[config.mk]
export PLATFORM = sky130hd
export DESIGN_NAME = stop_mode_power_controller
export DESIGN_NICKNAME = d
export VERILOG_FILES = /design/src/power_mode_pkg.sv /design/src/stop_mode_power_controller.sv
export SDC_FILE = /design/constraint.sdc
export NUM_CORES = 1
export LEC_CHECK = 0
export BUFFER_PORTS_ARGS = -buffer_cell sky130_fd_sc_hd__clkbuf_2
export CAP_MARGIN = 20
export CORE_MARGIN = 4
export CORE_UTILIZATION = 42
export DETAILED_ROUTE_END_ITERATION = 8
export HOLD_SLACK_MARGIN = 0.05
export PLACE_DENSITY = 0.73
export SLEW_MARGIN = 20
export SYNTH_ARGS = -nofsm -noshare
export SYNTH_HDL_FRONTEND = slang
export SYNTH_SLANG_ARGS = --single-unit
export TNS_END_PERCENT = 20
[constraint.sdc]
create_clock -name mclk -period 1.6 [get_ports mclk]
set_clock_uncertainty 0.05 [all_clocks]
set_input_delay 0.16 -clock mclk [delete_from_list [all_inputs] [get_ports mclk]]
set_output_delay 0.16 -clock mclk [all_outputs]
set_load 0.02 [all_outputs]
[src/power_mode_pkg.sv]
/*
 * Shared constants and types for the stop mode power controller.
 * Assumes a single 25 MHz clock domain and a plain register port.
 */
package power_mode_pkg;

  // Register offsets on the plain register port (word indices).
  localparam logic [3:0] ADDR_SYSOPT1  = 4'h0;
  localparam logic [3:0] ADDR_PMCTRL1  = 4'h1;
  localparam logic [3:0] ADDR_PMCTRL2  = 4'h2;
  localparam logic [3:0] ADDR_DBGCTRL  = 4'h3;
  localparam logic [3:0] ADDR_MODE     = 4'h4;

  // Field positions in system_option_one.
  localparam int STOP_ALLOW_BIT   = 0;
  // Field positions in power_mgmt_ctrl_one.
  localparam int LVD_ENABLE_BIT   = 0;
  localparam int LVD_IN_STOP_BIT  = 1;
  // Field positions in power_mgmt_ctrl_two.
  localparam int PPD_SELECT_BIT   = 0;
  localparam int PPD_ACK_BIT      = 1;
  localparam int PPD_FLAG_BIT     = 2;
  localparam int LPR_REQUEST_BIT  = 3;
  localparam int LPR_STATUS_BIT   = 4;
  localparam int LP_WAKE_IRQ_BIT  = 5;
  // Field positions in debug_status_control.
  localparam int DBG_ENABLE_BIT   = 0;

  // Reset values.
  localparam logic [7:0] SYSOPT1_RESET = 8'h00;
  localparam logic [7:0] PMCTRL1_RESET = 8'h00;
  localparam logic [7:0] PMCTRL2_RESET = 8'h00;

  // Encoded current mode.
  localparam logic [2:0] MODE_RUN        = 3'h0;
  localparam logic [2:0] MODE_LP_RUN     = 3'h1;
  localparam logic [2:0] MODE_WAIT       = 3'h2;
  localparam logic [2:0] MODE_LP_WAIT    = 3'h3;
  localparam logic [2:0] MODE_LIGHT_STOP = 3'h4;
  localparam logic [2:0] MODE_DEEP_STOP  = 3'h5;

  // Debug status answers for memory-access-with-status commands.
  localparam logic [1:0] DBG_STAT_OK      = 2'h0;
  localparam logic [1:0] DBG_STAT_STOPPED = 2'h1;

  typedef enum logic [2:0] {
    ST_RUN,
    ST_LP_RUN,
    ST_WAIT,
    ST_LP_WAIT,
    ST_LIGHT_STOP,
    ST_DEEP_STOP
  } pmode_e;

endpackage : power_mode_pkg

[src/stop_mode_power_controller.sv]
/*
 * Stop mode power controller: selects stop state on STOP, controls
 * regulator and clock gating, I/O latches and deep-stop recovery.
 * Assumes wake pins arrive asynchronously, CPU strobes are synchronous.
 */
// Decided for this implementation: the placing of the registers and the strobed register port.
// Functional notes
// - STOP with stop_allow clear forces illegal opcode reset, no stop entry.
// - Both stops halt bus/CPU clocks; regulator standby light, powerdown deep.
// - Debug enabled: STOP enters light stop with debug logic kept alive.
// - Both detect bits set: light stop with regulator fully active.
// - Otherwise deep stop if powerdown select set, else light stop.
// - Deep stop entry latches I/O controls; display keeps driving if enabled.
// - Deep stop exits only on reset pin, wake pin low, or RTC interrupt.
// - Deep stop wake restarts as power-on reset, keeping power regs.
// - Deep stop restart holds reset while supply below detect trip point.
// - Deep stop wake sets flag; flag and latches hold until ack written.
// - On ack latches open; pins follow current port and peripheral setup.
// - Light stop retains all registers, logic, RAM and pin states.
// - Light stop exits by reset pin (reset) or enabled wake interrupt.
// - Debug enabled: debug clocks and full regulation kept; deep becomes light.
// - Stopped: status commands report error; BACKGROUND wakes only if debug on.
// - Both detect bits set: regulator active, deep request becomes light.
// - Powerdown select and low-power request are mutually exclusive on write; here one write setting both while both are clear sets both.
// - STOP in low-power run enters light; irq exit returns per wake bit.
// - Light stop from low-power run, irq with wake bit: normal run, clear bits.
// - Low-power run needs debug off, request, no select, not both detect.
// - Wait stops CPU clock; low-power wait slows peripherals, regulator standby.
// - Debug enabled turns low-power run or wait into normal run or wait.
// - Any reset in low-power run returns to normal run, clears bits.
`timescale 1ns/100ps
module stop_mode_power_controller
  import power_mode_pkg::*;
(
  input  wire logic       mclk,
  input  wire logic       reset,
  input  wire logic [3:0] regAddr,
  input  wire logic [7:0] regWrData,
  input  wire logic       regWrite,
  input  wire logic       regRead,
  output logic      [7:0] regRdData,
  input  wire logic       stopExec,
  input  wire logic       waitExec,
  input  wire logic       irqWake,
  input  wire logic       resetPin_n,
  input  wire logic       externalWakePin_n,
  input  wire logic       batteryRtcIrq,
  input  wire logic       supplyBelowTrip,
  input  wire logic       debugStatusCmd,
  input  wire logic       debugBackgroundCmd,
  output logic      [1:0] debugStatus,
  output logic            debugBackgroundEntry,
  output logic            illegalOpReset,
  output logic            porRestart,
  output logic            cpuClockEn,
  output logic            busClockEn,
  output logic            periphClockEn,
  output logic            periphClockSlow,
  output logic            debugClockEn,
  output logic            regulatorStandby,
  output logic            regulatorPowerdown,
  output logic            externalBypassLowpower,
  output logic            ioLatchHold,
  output logic            displayDriveKeep,
  output logic      [2:0] currentMode
);

  // ****************************************************************
  // Pin synchronisers
  // ****************************************************************
  logic [2:0] pinMeta_r;
  logic [2:0] pinSync_r;

  always_ff @(posedge mclk) begin
    if (reset) begin
      pinMeta_r <= 3'h3;
      pinSync_r <= 3'h3;
    end else begin
      pinMeta_r <= {supplyBelowTrip, externalWakePin_n, resetPin_n};
      pinSync_r <= pinMeta_r;
    end
  end

  logic resetPinLow;
  logic wakePinLow;
  logic supplyLow;
  assign resetPinLow = ~pinSync_r[0];
  assign wakePinLow  = ~pinSync_r[1];
  assign supplyLow   = pinSync_r[2];

  // ****************************************************************
  // Registers
  // ****************************************************************
  logic       stopAllow_r;
  logic       lowvoltDetectEnable_r;
  logic       lowvoltDetectInStop_r;
  logic       partialPowerdownSelect_r;
  logic       partialPowerdownFlag_r;
  logic       lowpowerRunRequest_r;
  logic       lowpowerWakeOnIrq_r;
  logic       debugActiveEnable_r;
  pmode_e     mode_r;
  pmode_e     mode_nxt;
  logic       porHold_r;

  logic lvdBoth;
  logic lprStatus;
  logic wrSysopt;
  logic wrPm1;
  logic wrPm2;
  logic wrDbg;
  logic stopped;
  logic deepWake;
  logic lightIrqExit;
  logic lightStopWake;

  assign lvdBoth  = lowvoltDetectEnable_r & lowvoltDetectInStop_r;
  assign wrSysopt = regWrite && regAddr == ADDR_SYSOPT1;
  assign wrPm1    = regWrite && regAddr == ADDR_PMCTRL1;
  assign wrPm2    = regWrite && regAddr == ADDR_PMCTRL2;
  assign wrDbg    = regWrite && regAddr == ADDR_DBGCTRL;
  assign stopped  = mode_r == ST_LIGHT_STOP || mode_r == ST_DEEP_STOP;
  assign deepWake = mode_r == ST_DEEP_STOP &&
                    (resetPinLow || wakePinLow || batteryRtcIrq);
  assign lightIrqExit  = mode_r == ST_LIGHT_STOP && irqWake;
  assign lightStopWake = lightIrqExit && lowpowerRunRequest_r && lowpowerWakeOnIrq_r;

  // Low-power run is live only when every qualifying condition holds.
  assign lprStatus = lowpowerRunRequest_r & ~debugActiveEnable_r &
                     ~partialPowerdownSelect_r & ~lvdBoth;

  // Stop enable is the only register cleared by the deep-stop restart;
  // the power management and debug control registers are retained.
  always_ff @(posedge mclk) begin
    if (reset || deepWake) begin
      stopAllow_r <= SYSOPT1_RESET[STOP_ALLOW_BIT];
    end else if (wrSysopt) begin
      stopAllow_r <= regWrData[STOP_ALLOW_BIT];
    end
  end

  always_ff @(posedge mclk) begin
    if (reset) begin
      lowvoltDetectEnable_r <= PMCTRL1_RESET[LVD_ENABLE_BIT];
      lowvoltDetectInStop_r <= PMCTRL1_RESET[LVD_IN_STOP_BIT];
    end else if (wrPm1) begin
      lowvoltDetectEnable_r <= regWrData[LVD_ENABLE_BIT];
      lowvoltDetectInStop_r <= regWrData[LVD_IN_STOP_BIT];
    end
  end

  always_ff @(posedge mclk) begin
    if (reset) begin
      debugActiveEnable_r <= 1'b0;
    end else if (wrDbg) begin
      debugActiveEnable_r <= regWrData[DBG_ENABLE_BIT];
    end
  end

  // Each select bit refuses to set while the other is already set.
  always_ff @(posedge mclk) begin
    if (reset) begin
      partialPowerdownSelect_r <= PMCTRL2_RESET[PPD_SELECT_BIT];
      lowpowerWakeOnIrq_r      <= PMCTRL2_RESET[LP_WAKE_IRQ_BIT];
    end else if (wrPm2) begin
      lowpowerWakeOnIrq_r <= regWrData[LP_WAKE_IRQ_BIT];
      if (!(regWrData[PPD_SELECT_BIT] && lowpowerRunRequest_r)) begin
        partialPowerdownSelect_r <= regWrData[PPD_SELECT_BIT];
      end
    end
  end

  // Reset and wake-with-irq-exit both drop the low-power request.
  always_ff @(posedge mclk) begin
    if (reset || resetPinLow || porHold_r) begin
      lowpowerRunRequest_r <= 1'b0;
    end else if (lightStopWake || (mode_r == ST_LP_WAIT && irqWake && lowpowerWakeOnIrq_r)) begin
      lowpowerRunRequest_r <= 1'b0;
    end else if (wrPm2) begin
      if (!(regWrData[LPR_REQUEST_BIT] && partialPowerdownSelect_r)) begin
        lowpowerRunRequest_r <= regWrData[LPR_REQUEST_BIT];
      end
    end
  end

  // Flag set on deep-stop wake wins over an acknowledge in the same cycle.
  always_ff @(posedge mclk) begin
    if (reset) begin
      partialPowerdownFlag_r <= 1'b0;
    end else if (deepWake) begin
      partialPowerdownFlag_r <= 1'b1;
    end else if (wrPm2 && regWrData[PPD_ACK_BIT]) begin
      partialPowerdownFlag_r <= 1'b0;
    end
  end

  // Restart after deep stop: held as in power-on reset until supply recovers.
  always_ff @(posedge mclk) begin
    if (reset) begin
      porHold_r <= 1'b0;
    end else if (deepWake) begin
      porHold_r <= 1'b1;
    end else if (porHold_r && !supplyLow) begin
      porHold_r <= 1'b0;
    end
  end

  // ****************************************************************
  // Mode state machine
  // ****************************************************************
  always_comb begin
    mode_nxt = mode_r;
    unique case (mode_r)
      ST_RUN, ST_LP_RUN: begin
        if (stopExec && stopAllow_r) begin
          if (debugActiveEnable_r) begin
            mode_nxt = ST_LIGHT_STOP;
          end else if (lvdBoth) begin
            mode_nxt = ST_LIGHT_STOP;
          end else if (partialPowerdownSelect_r && !lowpowerRunRequest_r) begin
            mode_nxt = ST_DEEP_STOP;
          end else begin
            mode_nxt = ST_LIGHT_STOP;
          end
        end else if (waitExec) begin
          mode_nxt = lprStatus ? ST_LP_WAIT : ST_WAIT;
        end else begin
          mode_nxt = lprStatus ? ST_LP_RUN : ST_RUN;
        end
      end
      ST_WAIT: begin
        if (irqWake || (debugBackgroundCmd && debugActiveEnable_r)) begin
          mode_nxt = ST_RUN;
        end
      end
      ST_LP_WAIT: begin
        if (irqWake) begin
          mode_nxt = lowpowerWakeOnIrq_r ? ST_RUN : ST_LP_RUN;
        end
      end
      ST_LIGHT_STOP: begin
        if (irqWake) begin
          mode_nxt = (lprStatus && !lowpowerWakeOnIrq_r) ? ST_LP_RUN : ST_RUN;
        end else if (debugBackgroundCmd && debugActiveEnable_r) begin
          mode_nxt = ST_RUN;
        end
      end
      ST_DEEP_STOP: begin
        if (deepWake) begin
          mode_nxt = ST_RUN;
        end
      end
    endcase
  end

  // Reset pin forces run mode from any mode and clears the low-power request (from deep stop also stop enable); light stop retains state otherwise.
  always_ff @(posedge mclk) begin
    if (reset || resetPinLow) begin
      mode_r <= ST_RUN;
    end else begin
      mode_r <= mode_nxt;
    end
  end

  // ****************************************************************
  // Outputs
  // ****************************************************************
  always_ff @(posedge mclk) begin
    if (reset) begin
      illegalOpReset <= 1'b0;
    end else begin
      illegalOpReset <= stopExec && !stopAllow_r &&
                        (mode_r == ST_RUN || mode_r == ST_LP_RUN);
    end
  end

  always_ff @(posedge mclk) begin
    if (reset) begin
      debugStatus          <= DBG_STAT_OK;
      debugBackgroundEntry <= 1'b0;
    end else begin
      debugStatus <= (debugStatusCmd && (stopped || mode_r == ST_WAIT || mode_r == ST_LP_WAIT))
                     ? DBG_STAT_STOPPED : DBG_STAT_OK;
      debugBackgroundEntry <= debugBackgroundCmd && debugActiveEnable_r && !resetPinLow;
    end
  end

  always_ff @(posedge mclk) begin
    if (reset) begin
      regRdData <= 8'h00;
    end else if (regRead) begin
      unique case (regAddr)
        ADDR_SYSOPT1: regRdData <= {7'h00, stopAllow_r};
        ADDR_PMCTRL1: regRdData <= {6'h00, lowvoltDetectInStop_r, lowvoltDetectEnable_r};
        ADDR_PMCTRL2: regRdData <= {2'h0, lowpowerWakeOnIrq_r, lprStatus, lowpowerRunRequest_r,
                                    partialPowerdownFlag_r, 1'b0, partialPowerdownSelect_r};
        ADDR_DBGCTRL: regRdData <= {7'h00, debugActiveEnable_r};
        ADDR_MODE:    regRdData <= {5'h00, currentMode};
        default:      regRdData <= 8'h00;
      endcase
    end else begin
      regRdData <= 8'h00;
    end
  end

  assign porRestart             = porHold_r || (porHold_r && supplyLow);
  assign cpuClockEn             = mode_r == ST_RUN || mode_r == ST_LP_RUN;
  assign busClockEn             = !stopped;
  assign periphClockEn          = !stopped;
  assign periphClockSlow        = mode_r == ST_LP_RUN || mode_r == ST_LP_WAIT;
  assign debugClockEn           = debugActiveEnable_r && !(mode_r == ST_DEEP_STOP);
  assign regulatorStandby       = (mode_r == ST_LIGHT_STOP && !debugActiveEnable_r && !lvdBoth) ||
                                  periphClockSlow;
  assign regulatorPowerdown     = mode_r == ST_DEEP_STOP;
  assign externalBypassLowpower = periphClockSlow;
  assign ioLatchHold            = mode_r == ST_DEEP_STOP || partialPowerdownFlag_r;
  assign displayDriveKeep       = mode_r == ST_DEEP_STOP;

  always_comb begin
    currentMode = MODE_RUN;
    unique case (mode_r)
      ST_RUN:        currentMode = MODE_RUN;
      ST_LP_RUN:     currentMode = MODE_LP_RUN;
      ST_WAIT:       currentMode = MODE_WAIT;
      ST_LP_WAIT:    currentMode = MODE_LP_WAIT;
      ST_LIGHT_STOP: currentMode = MODE_LIGHT_STOP;
      ST_DEEP_STOP:  currentMode = MODE_DEEP_STOP;
    endcase
  end

  // ****************************************************************
  // Assertions
  // ****************************************************************
  a_illegal_stop: assert property (@(posedge mclk) disable iff (reset)
    (stopExec && !stopAllow_r && mode_r == ST_RUN && !resetPinLow) |=> illegalOpReset && mode_r == ST_RUN)
    else $error("illegal stop did not reset");
  a_debug_light: assert property (@(posedge mclk) disable iff (reset)
    (stopExec && stopAllow_r && debugActiveEnable_r && mode_r == ST_RUN && !resetPinLow)
    |=> mode_r == ST_LIGHT_STOP && debugClockEn && !regulatorStandby)
    else $error("debug stop not light");
  a_lvd_light: assert property (@(posedge mclk) disable iff (reset)
    (stopExec && stopAllow_r && lvdBoth && mode_r == ST_RUN && !resetPinLow)
    |=> mode_r == ST_LIGHT_STOP && !regulatorStandby)
    else $error("detect stop not light");
  a_deep_entry: assert property (@(posedge mclk) disable iff (reset)
    (stopExec && stopAllow_r && !debugActiveEnable_r && !lvdBoth && partialPowerdownSelect_r
     && mode_r == ST_RUN && !resetPinLow) |=> regulatorPowerdown && ioLatchHold)
    else $error("deep stop not entered");
  a_deep_hold: assert property (@(posedge mclk) disable iff (reset)
    (mode_r == ST_DEEP_STOP && !deepWake && !resetPinLow) |=> mode_r == ST_DEEP_STOP)
    else $error("deep stop left without wake");
  a_flag_latch: assert property (@(posedge mclk) disable iff (reset)
    deepWake |=> partialPowerdownFlag_r && ioLatchHold ##1 (ioLatchHold || $past(wrPm2)))
    else $error("flag not set on wake");
  a_mutual_excl: assert property (@(posedge mclk) disable iff (reset)
    !(partialPowerdownSelect_r && lowpowerRunRequest_r))
    else $error("select and request both set");
  a_stop_clocks: assert property (@(posedge mclk) disable iff (reset)
    stopped |-> !busClockEn && !cpuClockEn && !periphClockEn && (regulatorPowerdown == (mode_r == ST_DEEP_STOP))
    && (regulatorStandby || regulatorPowerdown || debugActiveEnable_r || lvdBoth))
    else $error("clocks or regulator wrong in stop");
  a_lp_wake: assert property (@(posedge mclk) disable iff (reset)
    (lightStopWake && !resetPinLow) |=> mode_r == ST_RUN && !lowpowerRunRequest_r)
    else $error("wake did not clear low power");
  a_status_error: assert property (@(posedge mclk) disable iff (reset)
    (debugStatusCmd && stopped) |=> debugStatus == DBG_STAT_STOPPED)
    else $error("status command not refused while stopped");
  a_pin_reset: assert property (@(posedge mclk) disable iff (reset)
    resetPinLow |=> mode_r == ST_RUN && !lowpowerRunRequest_r)
    else $error("reset pin did not return to run");
  c_deep_cycle: cover property (@(posedge mclk) mode_r == ST_DEEP_STOP ##1 mode_r == ST_RUN);
  c_light_cycle: cover property (@(posedge mclk) mode_r == ST_LIGHT_STOP ##1 mode_r == ST_LP_RUN);
  c_lp_wait: cover property (@(posedge mclk) mode_r == ST_LP_WAIT);

endmodule : stop_mode_power_controller

* Word level (Yosys, flattened, before mapping)
Index checks and enable logic that the tools add are counted.
** Storage, ports and cells
- Flip-flop bits (word level) :: 30
- Latch bits :: 0
- Bits in writable memories :: 0
- Bits in read-only memories :: 0
- Bits of input ports :: 25
- Logic and storage cells :: 122
- Memories kept :: 0
** Operators by class
- Add/sub/neg operators :: 0
- Multipliers :: 0
- Div/mod/pow operators :: 0
- Magnitude comparators :: 0
- Equality and inequality tests :: 13
- Shifts and indexed selects :: 0
- Muxes and demuxes :: 22
- Bitwise logic cells :: 12
- Reduce and logical (&&, ||, !) cells :: 59
** Operators with widths (number)
- case mux 6 bit (5 select lines) :: 1
- logical AND 1 bit :: 26
- two-way mux 3 bit :: 6
- case mux 3 bit (6 select lines) :: 1
- logical OR 1 bit :: 15
- case mux 3 bit (5 select lines) :: 1
- two-way mux 1 bit :: 12
- equality test 4 x 2 -> 1 bit (second input constant) :: 2
- zero test 1 bit :: 8
- NOT 1 bit :: 8
- equality test 3 x 2 -> 1 bit (second input constant) :: 2
- equality test 3 bit (second input constant) :: 2
- OR reduction 2 bit :: 3
- bitwise AND 1 bit :: 4
- equality test 4 x 1 -> 1 bit (second input constant) :: 1
- equality test 4 x 3 -> 1 bit (second input constant) :: 1
- zero test 4 bit :: 1
- != test 2 bit (second input constant) :: 2
- AND reduction 2 bit :: 2
- AND reduction 4 bit :: 1
- nonzero test 2 bit :: 2
- equality test 3 x 1 -> 1 bit (second input constant) :: 1
- zero test 3 bit :: 1
- != test 3 bit (second input constant) :: 1
- other kinds (2) :: 2

* Longest topological paths before layout
Gate-level depths: netlist of run 1.
- Depth in word-level cells :: 8
- Depth in mapped cells :: 7
- Mapped depth without buffers :: 7

* Worst setup path after synthesis of run 1
OpenSTA, ideal clock, no wires.
- Path kind :: register -> register
- From :: reg mode_r[1]
- To :: reg regRdData[0]
- Setup time :: 0.119 ns
- Data arrival time :: 1.539 ns
- Data required time :: 1.431 ns
- Setup slack :: -0.108 ns
- Cell stages (with the launch flop) :: 7
- Path through :: dfxtp_1 > inv_2 > ha_1 > maj3_1 > and2_1 > nand3_1 > a21oi_1
** Between the ends
- Longest elaborated chain between the ends :: 3
** Ends and longest elaborated chain
- start: declaration :: RTL line stop_mode_power_controller.sv:102 : pmode_e mode_r;
- start signal: assignment :: RTL line stop_mode_power_controller.sv:261 : mode_r <= mode_nxt;
- equality test 3 bit, or another cell as far along :: RTL line stop_mode_power_controller.sv:321 : unique case (mode_r)
- case mux 3 bit (6 select lines) * :: RTL line stop_mode_power_controller.sv:321
- named net currentMode[0] :: RTL line stop_mode_power_controller.sv:65 : output logic [2:0] currentMode
- case mux 6 bit (5 select lines) * :: RTL line stop_mode_power_controller.sv:292 : unique case (regAddr)
- end signal: assignment :: RTL line stop_mode_power_controller.sv:293 : ADDR_SYSOPT1: regRdData <= {7'h00, stopAllow_r};
- end signal: assignment :: RTL line stop_mode_power_controller.sv:294 : ADDR_PMCTRL1: regRdData <= {6'h00, lowvoltDetectInStop_r, lowvoltDetectEnable_r};
- end signal: assignment :: RTL line stop_mode_power_controller.sv:295 : ADDR_PMCTRL2: regRdData <= {2'h0, lowpowerWakeOnIrq_r, lprStatus, lowpowerRunRequest_r,
- end: declaration :: RTL line stop_mode_power_controller.sv:41 : output logic [7:0] regRdData,
Mark *: on every way through the listed nets, which the timed path passes. The rest lies on a longest branch.
A chain may end at the register's enable or synchronous reset.

* Worst setup path after layout of run 1
- From :: reg mode_r[1]
- To :: out currentMode[0]
** Between the ends
- Longest elaborated chain between the ends :: 2
** Ends and longest elaborated chain (RTL line)
- equality test 3 bit, or another cell as far along :: stop_mode_power_controller.sv:321
- case mux 3 bit (6 select lines) * :: stop_mode_power_controller.sv:321
- end: declaration :: stop_mode_power_controller.sv:65
Mark *: on every way between the ends. The rest lies on a longest branch, timed or not.

==> results.txt, run 1 <==
The core region area came out at 0.00303 mm2. Path class of the lowest-slack min-delay path: in2reg. Setup repair after global routing could not meet its margin everywhere. TritonCTS built the clock tree. For the global-route wire length before repair, the log shows 5.24 mm.

The peak per-stage delay on the critical path is 0.36 ns. The number of pins exceeding their max-slew limit in the final report is 0, and the count of H-tree levels built during CTS is 1. In the final design database the tool counted 230 nets. The worst hold path was traced through 2 stages.

For this run, the detailed router's first-pass iteration total came to 4. The library cell used most frequently in the layout, excluding fill and tap cells, is sky130_fd_sc_hd__clkbuf_2. Of all nets on the critical path, the largest fanout is 2. Number of failing hold endpoints at the final stage: 0. The flow ran to the end, but the final reports show violations. The final worst-path setup slack came out at -0.161 ns. The run gives 3.21 mm as the post-detailed-routing wire length. The logs give 3 for the final-report setup violation count and 0.852 for the global placement routability congestion. For the cell row count, the log shows 20.

The fraction of power spent switching nets is 0.275, and the reported leakage power is 0.819 nW. The sequential group share of total power is 0.555, and the net switching power is 349 uW. The tools report the maximum achievable frequency as 0.568 GHz.

Compared with the post-synthesis result, the final layout area differs by 34.5%. The via-per-instance ratio is 5.07, and the top-level port count is 51. For this design the ratio of total power to cell area is 713 mW/mm2. The later pin in the worst-skew pair is clocked with a latency of 0.32 ns. Measured along the y axis, the die boundary spans 64.1 um. The number of antenna violations at the first check in global routing was 0. The clock passes through at most 2 buffers. The half-perimeter wire length after detailed placement was 2.40 mm; the global-route usage over all layers was 0.161.

The internal power of the cells totals 918 uW. The count of mapped cells out of synthesis was 143; the layout filler cell count was 268. The repair_antennas step left the layout with diodes totalling 0. The share of the yosys chip area belonging to registers is 0.409.

The critical path goes through inv_2, ha_4, maj3_2, and2_4, buf_8. The effective utilization at floorplan was 0.436; the flip-flop and latch count after synthesis was 27. The total number of vias is 1238. In the layout the commonest cells are 41 x sky130_fd_sc_hd__clkbuf_2, 24 x sky130_fd_sc_hd__dfxtp_1, 16 x sky130_fd_sc_hd__nor2_1. The share of flip-flops with an asynchronous set or reset is 0, and the proportion of power drawn by combinational gates is 0.216. The average instance in the mapped netlist occupies 9.23 um2. After synthesis, the netlist uses 46 different library cells. The logs give 0 for the number of synthesis warnings and 75 for the violation count after the first detailed-route iteration. Once placement completed, the tool counted placed cells totaling 227.

The final reports fail on setup timing. For the largest net degree at the start of global routing, the log shows 15. The worst setup path is of the reg2out kind.

After synthesis the cells add up to 0.00132 mm2. After detailed routing, the average wire length per cell comes to 13.2 um. The arrival time at the worst endpoint was 1.55 ns. The clock tree root driver cell was sky130_fd_sc_hd__clkbuf_4.

The slowest stage of the critical path belongs to the cell sky130_fd_sc_hd__dfxtp_2. The floorplan step set the die width to 64.1 um. The routed design could run at a clock period as short as 1.76 ns. The count of cells in the finished layout, fillers not included, comes to 244. The total power after layout came out at 1.27 mW. The number of flops mapped to enable cells by yosys is 0. The final non-filler cell area was 0.00178 mm2. The type of destination of the critical path is an output port. In this run the remaining antenna-violating nets after routing total 0. Across the run, the number of max-cap violations was 0. The worst setup path is launched from a register. The share of final-layout standard cells stronger than drive strength 1 is 0.410, and the via count of the first global-routing pass is 1142. The period utilization is 1.10, and the data required time at the worst endpoint is 1.39 ns. The cell depth of the worst flop-to-flop path works out to 8. The die covers 0.00410 mm2. The tools report the CTS buffer count as 3. The number of clock sinks came out at 27. The total placed instance area came out at 0.00158 mm2. For this run, design rule violations remaining after detail routing come to 0.

For this run the aggregate overflow at the end of global routing stands at 0. Maximum vdd drop: 0.318 mV. The top flip-flop cell by instance count after synthesis is sky130_fd_sc_hd__dfxtp_1. The clock slew at the register clock pins of the worst setup and hold paths was 0.14 ns. Share of total power in the clock network: 0.229. During placement, the flow inserted port buffers numbering 43.
==> worst max-delay path, delay by kind of cell, from the launching register on <==
| family | cells | cell delay, ns |
|---|---|---|
| adders and majority gates | 2 | 0.53 |
| DFF | 1 | 0.36 |
| and+or+nand+nor | 1 | 0.17 |
| buffers and inverters | 2 | 0.17 |
==> synth_stat cells, types with 2 or more instances <==
cell	count	area [um2]
sky130_fd_sc_hd__nor2b_1	4	25.0
sky130_fd_sc_hd__nor3_1	4	20.0
sky130_fd_sc_hd__clkbuf_1	4	15.0
sky130_fd_sc_hd__nand2b_1	4	25.0
sky130_fd_sc_hd__a31oi_1	3	18.8
sky130_fd_sc_hd__nand3_1	6	30.0
sky130_fd_sc_hd__inv_1	4	15.0
sky130_fd_sc_hd__and3_1	2	12.5
sky130_fd_sc_hd__buf_4	7	52.6
sky130_fd_sc_hd__o21ai_1	2	10.0
sky130_fd_sc_hd__or2_2	4	25.0
sky130_fd_sc_hd__nand2_1	10	37.5
sky130_fd_sc_hd__ha_1	4	50.1
sky130_fd_sc_hd__dfxtp_1	27	541
sky130_fd_sc_hd__a21oi_1	6	30.0
sky130_fd_sc_hd__mux2i_1	4	40.0
sky130_fd_sc_hd__nor2_1	16	60.1
sky130_fd_sc_hd__and2_1	4	25.0
==> sequential cells by signal, indices dropped and copies added (netlist names) <==
signal	flops
lowvoltDetectInStop_r	1
stopAllow_r	1
debugBackgroundEntry	1
lowpowerRunRequest_r	1
pinMeta_r	3
regRdData	6
lowvoltDetectEnable_r	1
pinSync_r	3
porHold_r	1
partialPowerdownFlag_r	1
debugStatus	1
debugActiveEnable_r	1
lowpowerWakeOnIrq_r	1
illegalOpReset	1
partialPowerdownSelect_r	1
mode_r	3
==> power groups by stage <==
stage                     sequential (mW)  combinational, mW  clock, mW
after floorplan                     0.723              0.146          0
after global placement              0.716              0.227          0
after detailed placement            0.717              0.233          0
after CTS                           0.703              0.267      0.306
after global routing                0.707              0.297      0.346
final                               0.704              0.273      0.290
==> per-stage QoR <==
step	utilization	hold WS, ns	worst slack [ns]	TNS (ns)
floorplan	-	0.214	0.0243	0
global placement	0.522	0.295	0.0850	0
detailed placement	0.522	0.295	0.0631	0
CTS	0.578	0.0614	-0.173	-0.288
global route	0.586	0.0688	-0.233	-0.534
finish	0.586	0.0695	-0.161	-0.266
==> kinds of logic after synthesis <==
kind of cell	count (synthesis)	share of synthesized area
muxes	5	0.0474
DFF	27	0.409
other	1	0.00284
buffers and inverters	17	0.0692
AOI/OAI and AO/OA	20	0.113
and+or+nand+nor	68	0.313
adders and majority gates	5	0.0455
==> layer usage <==
layer  track usage  routed length, um  part of all wire
met2         0.253               1520              0.47
met3        0.0369                288             0.090
met1         0.213               1380              0.43
met5             0                  0                 0
met4        0.0620                 27            0.0084
==> layout make-up <==
class | instances | area [um2] | area share
clock buffers | 4 | 26.3 | 0.0148
inverters | 6 | 23.8 | 0.0134
multi-input cells | 101 | 733 | 0.413
flip-flops and latches | 27 | 544 | 0.307
well taps | 44 | 55.1 | 0.0310
repair buffers | 62 | 393 | 0.221
==> repair_timing <==
action | in CTS | in global routing
gates resized for setup | 6 | 6
pin swaps | 2 | 3
setup endpoints to repair | 4 | 6
endpoints found under the hold margin | 10 | 0
setup buffers | 2 | 1
hold buffers | 10 | 0
==> path summary, 6_finish.rpt <==
kind | startpoint | endpoint | slack (ns)
worst max-delay path | mode_r[1] | currentMode[0] | -0.16
worst min-delay path | reset | debugStatus[0] | 0.07
worst max register to register | mode_r[1] | regRdData[0] | -0.01
worst min register to register | pinMeta_r[1] | pinSync_r[1] | 0.38
(Power assumes the default switching activity.)
==> run 2, diff against run 1 <==
BUFFER_PORTS_ARGS = -buffer_cell sky130_fd_sc_hd__buf_2   (was -buffer_cell sky130_fd_sc_hd__clkbuf_2)
CORE_UTILIZATION = 43   (was 42)
PLACE_DENSITY = 0.75   (was 0.73)
==> run 2 against run 1 <==
The flow still finishes with violations (setup timing). First-iteration DRC count up 4.0%. Critical path type unchanged. Clock power rose by 2%. Die area fell by 2.0%. Cell count shrank 5.7%. Critical path depth stayed put. Worst setup slack better by 0.0049 ns. Sequential share of layout area rose by 0.57 points. Largest cell class unchanged. Clock-buffer cell count decreased by 1. Wire length down 3.1%. Global-route usage down 0.34 points.
==> results.txt, run 2 (same netlist as run 1, synthesis figures left out) <==
The run finished, with violations left. The final reports fail on setup timing. Via-per-instance ratio: 5.27 (+3.9%). The total power after layout was 1.27 mW (+0.30%); the share of final-layout standard cells stronger than drive strength 1 was 0.407 (-0.00296). The clock tree root driver cell was sky130_fd_sc_hd__clkbuf_4.

The power density of the placed cells was 729 mW/mm2 (+2.2%). Type of destination of the critical path: an output port. The cell depth of the worst min-delay path was 2 (unchanged). The register name with the most flops was regRdData. The post-detailed-route wirelength per cell works out to 13.5 um (+2.9%). For the net count of the finished layout, the log shows 229 (-0.43%). The proportion of power drawn by combinational gates was 0.212 (-0.004). The global-route wire length before repair is 5.04 mm (-3.7%), and the effective utilization at floorplan is 0.463 (+0.0268).

For the placed cell count, the log shows 214 (-5.7%). The most common cell after layout, fill and taps aside is sky130_fd_sc_hd__buf_2. The maximum vdd drop is 0.361 mV (+14%).

The worst setup path is launched from a register. The worst hold slack is 0.0537 ns (-0.0159 ns). The cell depth of the worst flop-to-flop path came out at 6 (-2). The top-level port count is 51 (unchanged), and the register-to-register path setup slack is 0.10 ns (+0.11 ns).

The fraction of power spent switching nets was 0.281 (+0.00575). The tools report the endpoint of the worst register-to-register path as mode_r[1]. Relative to the synthesized area, the layout overhead comes to 32.0%. The total placed instance area is 0.00156 mm2 (-1.0%), and the clock slew at the register clock pins of the worst setup and hold paths is 0.15 ns (about the same). Number of pins exceeding their max-slew limit in the final report: 0 (unchanged). TritonCTS built the clock tree. The vertical extent of the die came out at 63.4 um (-1.0%). The arrival time at the worst endpoint is 1.55 ns (about the same). The detailed-router iteration count before antenna repair is 4 (unchanged), and the flip-flop count of the largest register after layout is 6 (unchanged).

For the final worst-path setup slack, the log shows -0.156 ns (+0.00485 ns). For the number of standard cells in the final layout excluding fillers, the log shows 230 (-5.7%). For the share of total power in the clock network, the log shows 0.234 (+0.005). The die outline area came out at 0.00402 mm2 (-2.0%). The worst hold path terminates at debugStatus[0]. The number of failing hold endpoints at the final stage was 0 (unchanged); the maximum fanout encountered on the critical timing path was 2 (unchanged). The layout filler cell count came out at 259 (-3.4%). The run gives 357 uW (+2.4%) as the net switching power.

The number of antenna cells inserted was 0 (unchanged); the global placement routability congestion was 0.864 (+1.4%). The count of H-tree levels built during CTS is 1 (unchanged). Traced cell by cell, the critical path runs through inv_2, ha_4, maj3_2, and2_4, buf_6. The total of buffers placed on input and output ports came out at 43 (unchanged). The source of the worst register-to-register timing path is mode_r[1]. Leaving out fill and tap cells, the most frequent cells in the layout are 42 x sky130_fd_sc_hd__buf_2, 24 x sky130_fd_sc_hd__dfxtp_1, 16 x sky130_fd_sc_hd__nor2_1. The peak per-stage delay on the critical path came out at 0.36 ns (about the same).

The CTS buffer count came out at 3 (unchanged). Half-perimeter wire length after detailed placement: 2.31 mm (-4.0%). The number of nets still failing antenna checks after routing is 0 (unchanged).

The via count of the first global-routing pass is 1116 (-2.3%). The run gives 27 (unchanged) as the number of clock sinks. The logs give 78 (+4.0%) for the violation count after the first detailed-route iteration and 0.33 ns (about the same) for the clock latency on the worst-skew pair.

The die width works out to 63.4 um (-1.0%). The startpoint identified for the worst hold timing path is reset. The run gives 0 (unchanged) as the final global-route overflow total. The total number of vias is 1212 (-2.1%), and the final non-filler cell area is 0.00174 mm2 (-1.8%).

Kind of cell with the highest combined delay on the critical path: adder cells. Number of DRC violations after detailed routing: 0 (unchanged). The tools report the final-report setup violation count as 2 (-1). The tools report the global-route usage over all layers as 0.157 (-0.00339).

The run gives 16 (+1) as the largest net degree at the start of global routing. The critical path's slowest cell is sky130_fd_sc_hd__dfxtp_2. The internal power is 913 uW (-0.50%), and the data required time at the worst endpoint is 1.39 ns (about the same).

The most critical setup path has its startpoint at mode_r[2]. The period utilization was 1.10 (-0.00303); the post-detailed-routing wire length was 3.12 mm (-3.1%). The final critical-path required period works out to 1.76 ns (-0.00485 ns).

The buffers plus inverters on the worst setup path was 2 (unchanged). For the maximum achievable frequency, the log shows 0.569 GHz (+0.28%). The logs give 0 (unchanged) for the total of max-cap violations and 0 (unchanged) for the number of antenna violations at the first check in global routing. The cell row count is 19 (-5.0%). The maximum buffer depth of the clock tree is 2 (unchanged), and the reported leakage power is 0.823 nW (+0.53%). Core region area: 0.00285 mm2 (-5.8%). The logs give 0.554 (about the same) for the sequential group share of total power and 0.611 (+0.0246) for the post-layout utilization of the core. The path class of the lowest-slack min-delay path was in2reg. Setup repair after global routing could not meet its margin everywhere.

By startpoint and endpoint, the worst setup path is classified as reg2out.
[run 2: cell count changes in the layout (fill, tap and decap cells not counted), sizes merged]
cell    previous run  this run
buf               11        51
clkbuf            45         3
clkinv             1         2
[run 2: layout make-up]
| type | instances | area, um2 | share of cell area |
|---|---|---|---|
| well taps | 31 | 38.8 | 0.0223 |
| repair buffers | 61 | 382 | 0.219 |
| clock buffers | 3 | 22.5 | 0.0129 |
| flip-flops and latches | 27 | 544 | 0.312 |
| clock inverters | 1 | 5.00 | 0.00287 |
| inverters | 6 | 23.8 | 0.0136 |
| multi-input cells | 101 | 727 | 0.417 |
[run 2: power by group through the flow]
stage | Sequential, mW | Clock [mW] | Combinational, mW
2_1_floorplan | 0.723 | 0 | 0.146
3_3_place_gp | 0.716 | 0 | 0.226
3_5_place_dp | 0.717 | 0 | 0.231
4_1_cts | 0.703 | 0.302 | 0.264
5_1_grt | 0.707 | 0.334 | 0.293
6_report | 0.704 | 0.297 | 0.270
[run 2: metrics by stage]
step	setup TNS [ns]	worst slack, ns
5_1_grt	-0.376	-0.212
2_1_floorplan	0	0.0243
3_3_place_gp	0	0.0843
3_5_place_dp	0	0.0557
4_1_cts	-0.258	-0.160
6_report	-0.253	-0.156
[run 2: layer usage]
metal  GRT usage  vias up  wire, um
li1            -      594         -
met1       0.197      551      1310
met2       0.263       62      1520
met3      0.0284        5       238
met4      0.0674        0        44
met5           0        -         0
[run 2: worst max path at each step]
stage | to | cells past startpoint
6_report | currentMode[0] | 5
2_1_floorplan | regRdData[0] | 6
3_5_place_dp | currentMode[0] | 5
5_1_grt | currentMode[0] | 5
3_3_place_gp | currentMode[0] | 5
4_1_cts | currentMode[0] | 5
[run 2: what timing repair did]
action | 4_1_cts | 5_1_grt
buffers inserted | 2 | 0
setup endpoints to repair | 6 | 7
hold buffers | 10 | 0
endpoints found under the hold margin | 10 | 0
gates resized for setup | 6 | 3
pin swaps | 2 | 0
[run 2: worst register-to-register path: stages, from the launching register on]
cell	delay, ns
sky130_fd_sc_hd__dfxtp_2	0.35
sky130_fd_sc_hd__buf_4	0.15
sky130_fd_sc_hd__nor3b_2	0.21
sky130_fd_sc_hd__o2bb2ai_1	0.13
sky130_fd_sc_hd__nand2b_1	0.11
sky130_fd_sc_hd__a21boi_4	0.17
sky130_fd_sc_hd__a32o_1	0.25
==> run 3, diff against run 2 <==
PLACE_DENSITY = 0.83   (was 0.75)
==> run 3 against run 2 <==
The flow still finishes with violations (setup timing). Clock-buffer cell count is 1 higher. Largest power group unchanged. Non-clock buffer count stayed put. Clock power shrank 4%. Worst setup slack improved by 0.018 ns. Die area stayed put. Worst hold slack gained 0.017 ns.
==> results.txt, run 3 (same netlist as run 1, synthesis figures left out) <==
The run finished, with violations left. The final reports fail on setup timing. The register name with the most flops was regRdData. Placed cell count: 214 (unchanged).

The cell row count is 19 (unchanged), and the total number of vias is 1173 (-3.2%). The net count of the finished layout came out at 229 (unchanged). The tools report the reported leakage power as 0.822 nW (-0.14%).

STA classifies the critical path startpoint as a register. Clock slew at the register clock pins of the worst setup and hold paths: 0.14 ns (about the same). The die width came out at 63.4 um (unchanged). The net switching power came out at 341 uW (-4.4%). The peak per-stage delay on the critical path is 0.36 ns (about the same), and the share of total power in the clock network is 0.227 (-0.007). The run gives 230 (unchanged) as the number of standard cells in the final layout excluding fillers.

The post-detailed-routing wire length was 3.06 mm (-1.9%); the arrival time at the worst endpoint was 1.53 ns (-0.02 ns). The run gives 0.575 GHz (+1.1%) as the maximum achievable frequency. The flip-flop count of the largest register after layout is 6 (unchanged), and the worst slack after detailed placement is 0.0673 ns (+0.0116 ns).

The post-detailed-route wirelength per cell was 13.3 um (-1.9%). The total of max-cap violations was 0 (unchanged); the clock latency on the worst-skew pair was 0.32 ns (about the same). For the total placed instance area, the log shows 0.00156 mm2 (unchanged).

The number of pins exceeding their max-slew limit in the final report was 0 (unchanged); the global-route usage over all layers was 0.153 (-0.00438). The tools report the layout filler cell count as 236 (-8.9%). The most common cell after layout, fill and taps aside was sky130_fd_sc_hd__buf_2. The maximum buffer depth of the clock tree was 2 (unchanged). The final-report setup violation count came out at 2 (unchanged).

The data required time at the worst endpoint was 1.39 ns (about the same); the global placement routability congestion was 0.794 (-8.1%). For the number of DRC violations after detailed routing, the log shows 0 (unchanged). The number of failing hold endpoints at the final stage is 0 (unchanged), and the via-per-instance ratio is 5.10 (-3.2%).

Fraction of power spent switching nets: 0.271 (-0.00969). The synthesis-to-layout area growth works out to 32.0% (unchanged). The CTS buffer count came out at 3 (unchanged). For the number of antenna cells inserted, the log shows 0 (unchanged). Number of nets still failing antenna checks after routing: 0 (unchanged). The share of final-layout standard cells stronger than drive strength 1 is 0.402 (-0.00503), and the power density of the placed cells is 722 mW/mm2 (-0.99%). The run gives 1.26 mW (-0.99%) as the total power after layout. The detailed-router iteration count before antenna repair was 4 (unchanged); the sum of negative setup slack was -0.229 ns (+0.0236 ns). The final critical-path required period was 1.74 ns (-0.0183 ns); the violation count after the first detailed-route iteration was 92 (+18%). The tools report the number of antenna violations at the first check in global routing as 0 (unchanged).

The signal on the critical path passes through inv_2, ha_4, maj3_2, and2_4, buf_6. The min-delay analysis places its worst path in the category in2reg. The sequential group share of total power is 0.559 (+0.005).

The kind of critical path is reg2out. The top-level port count is 51 (unchanged). For the internal power, the log shows 916 uW (+0.35%). The critical path's slowest cell was sky130_fd_sc_hd__dfxtp_2.

The clock tree root driver cell is sky130_fd_sc_hd__clkbuf_4. The tools report the count of H-tree levels built during CTS as 1 (unchanged). The worst setup path is captured at an output port.

The run gives 4.95 mm (-1.8%) as the global-route wire length before repair. Setup repair after global routing could not meet its margin everywhere. The tools report the final non-filler cell area as 0.00174 mm2 (unchanged).

The worst hold slack was 0.0711 ns (+0.0175 ns); the period utilization was 1.09 (-0.0114). The total of buffers placed on input and output ports came out at 43 (unchanged). The number of clock sinks is 27 (unchanged). For the final worst-path setup slack, the log shows -0.138 ns (+0.0183 ns). Proportion of power drawn by combinational gates: 0.213 (about the same). The core region area is 0.00285 mm2 (unchanged). For the effective utilization at floorplan, the log shows 0.463 (unchanged). The run gives 2.27 mm (-1.4%) as the half-perimeter wire length after detailed placement. Die outline area: 0.00402 mm2 (unchanged). The largest net degree at the start of global routing is 15 (-1), and the maximum fanout encountered on the critical timing path is 2 (unchanged).

In the layout the commonest cells are 41 x sky130_fd_sc_hd__buf_2, 24 x sky130_fd_sc_hd__dfxtp_1, 16 x sky130_fd_sc_hd__nor2_1. Final global-route overflow total: 0 (unchanged). TritonCTS built the clock tree. The via count of the first global-routing pass was 1114 (-0.18%). The post-layout utilization of the core is 0.611 (unchanged). The maximum vdd drop is 0.610 mV (+69%). The vertical extent of the die works out to 63.4 um (unchanged).
-- run 3: layout make-up --
cell class | instances | area [um2] | area share
Multi-Input combinational cell | 101 | 724 | 0.416
Sequential cell | 27 | 544 | 0.312
Clock buffer | 4 | 26.3 | 0.0151
Timing Repair Buffer | 61 | 385 | 0.221
Tap cell | 31 | 38.8 | 0.0223
Inverter | 6 | 23.8 | 0.0136
-- run 3: final timing paths --
path                 from        endpoint  slack, ns  cells after the start
max             mode_r[2]  currentMode[0]      -0.14                      5
min reg2reg  pinMeta_r[0]    pinSync_r[0]       0.38                      1
max reg2reg     mode_r[2]    regRdData[0]       0.01                      8
min              stopExec  illegalOpReset       0.07                      2
-- run 3: layer usage --
| metal | share of wire | track usage | vias up |
|---|---|---|---|
| li1 | - | - | 596 |
| met1 | 0.45 | 0.194 | 522 |
| met2 | 0.47 | 0.254 | 53 |
| met3 | 0.072 | 0.0426 | 2 |
| met4 | 0.0095 | 0.0404 | 0 |
| met5 | 0 | 0 | - |
-- run 3: worst max-delay path: cells and delay by family, from the launching register on --
kind | cells | cell delay, ns
flip-flops | 1 | 0.36
adder cells (fa/ha/maj) | 2 | 0.52
AND/OR/NAND/NOR | 1 | 0.16
buffers and inverters | 2 | 0.17
-- run 3: repair_timing --
action,CTS,global route
hold buffers,9,0
resized for setup,6,4
setup endpoints to repair,3,3
pin swaps,2,0
hold endpoints to repair,9,0
buffers inserted,2,1
-- run 3: power groups by stage --
stage	sequential, mW	clock, mW	combinational [mW]
floorplan	0.723	0	0.146
global placement	0.716	0	0.227
detailed placement	0.717	0	0.230
CTS	0.703	0.297	0.260
global route	0.706	0.323	0.292
finish	0.703	0.286	0.268
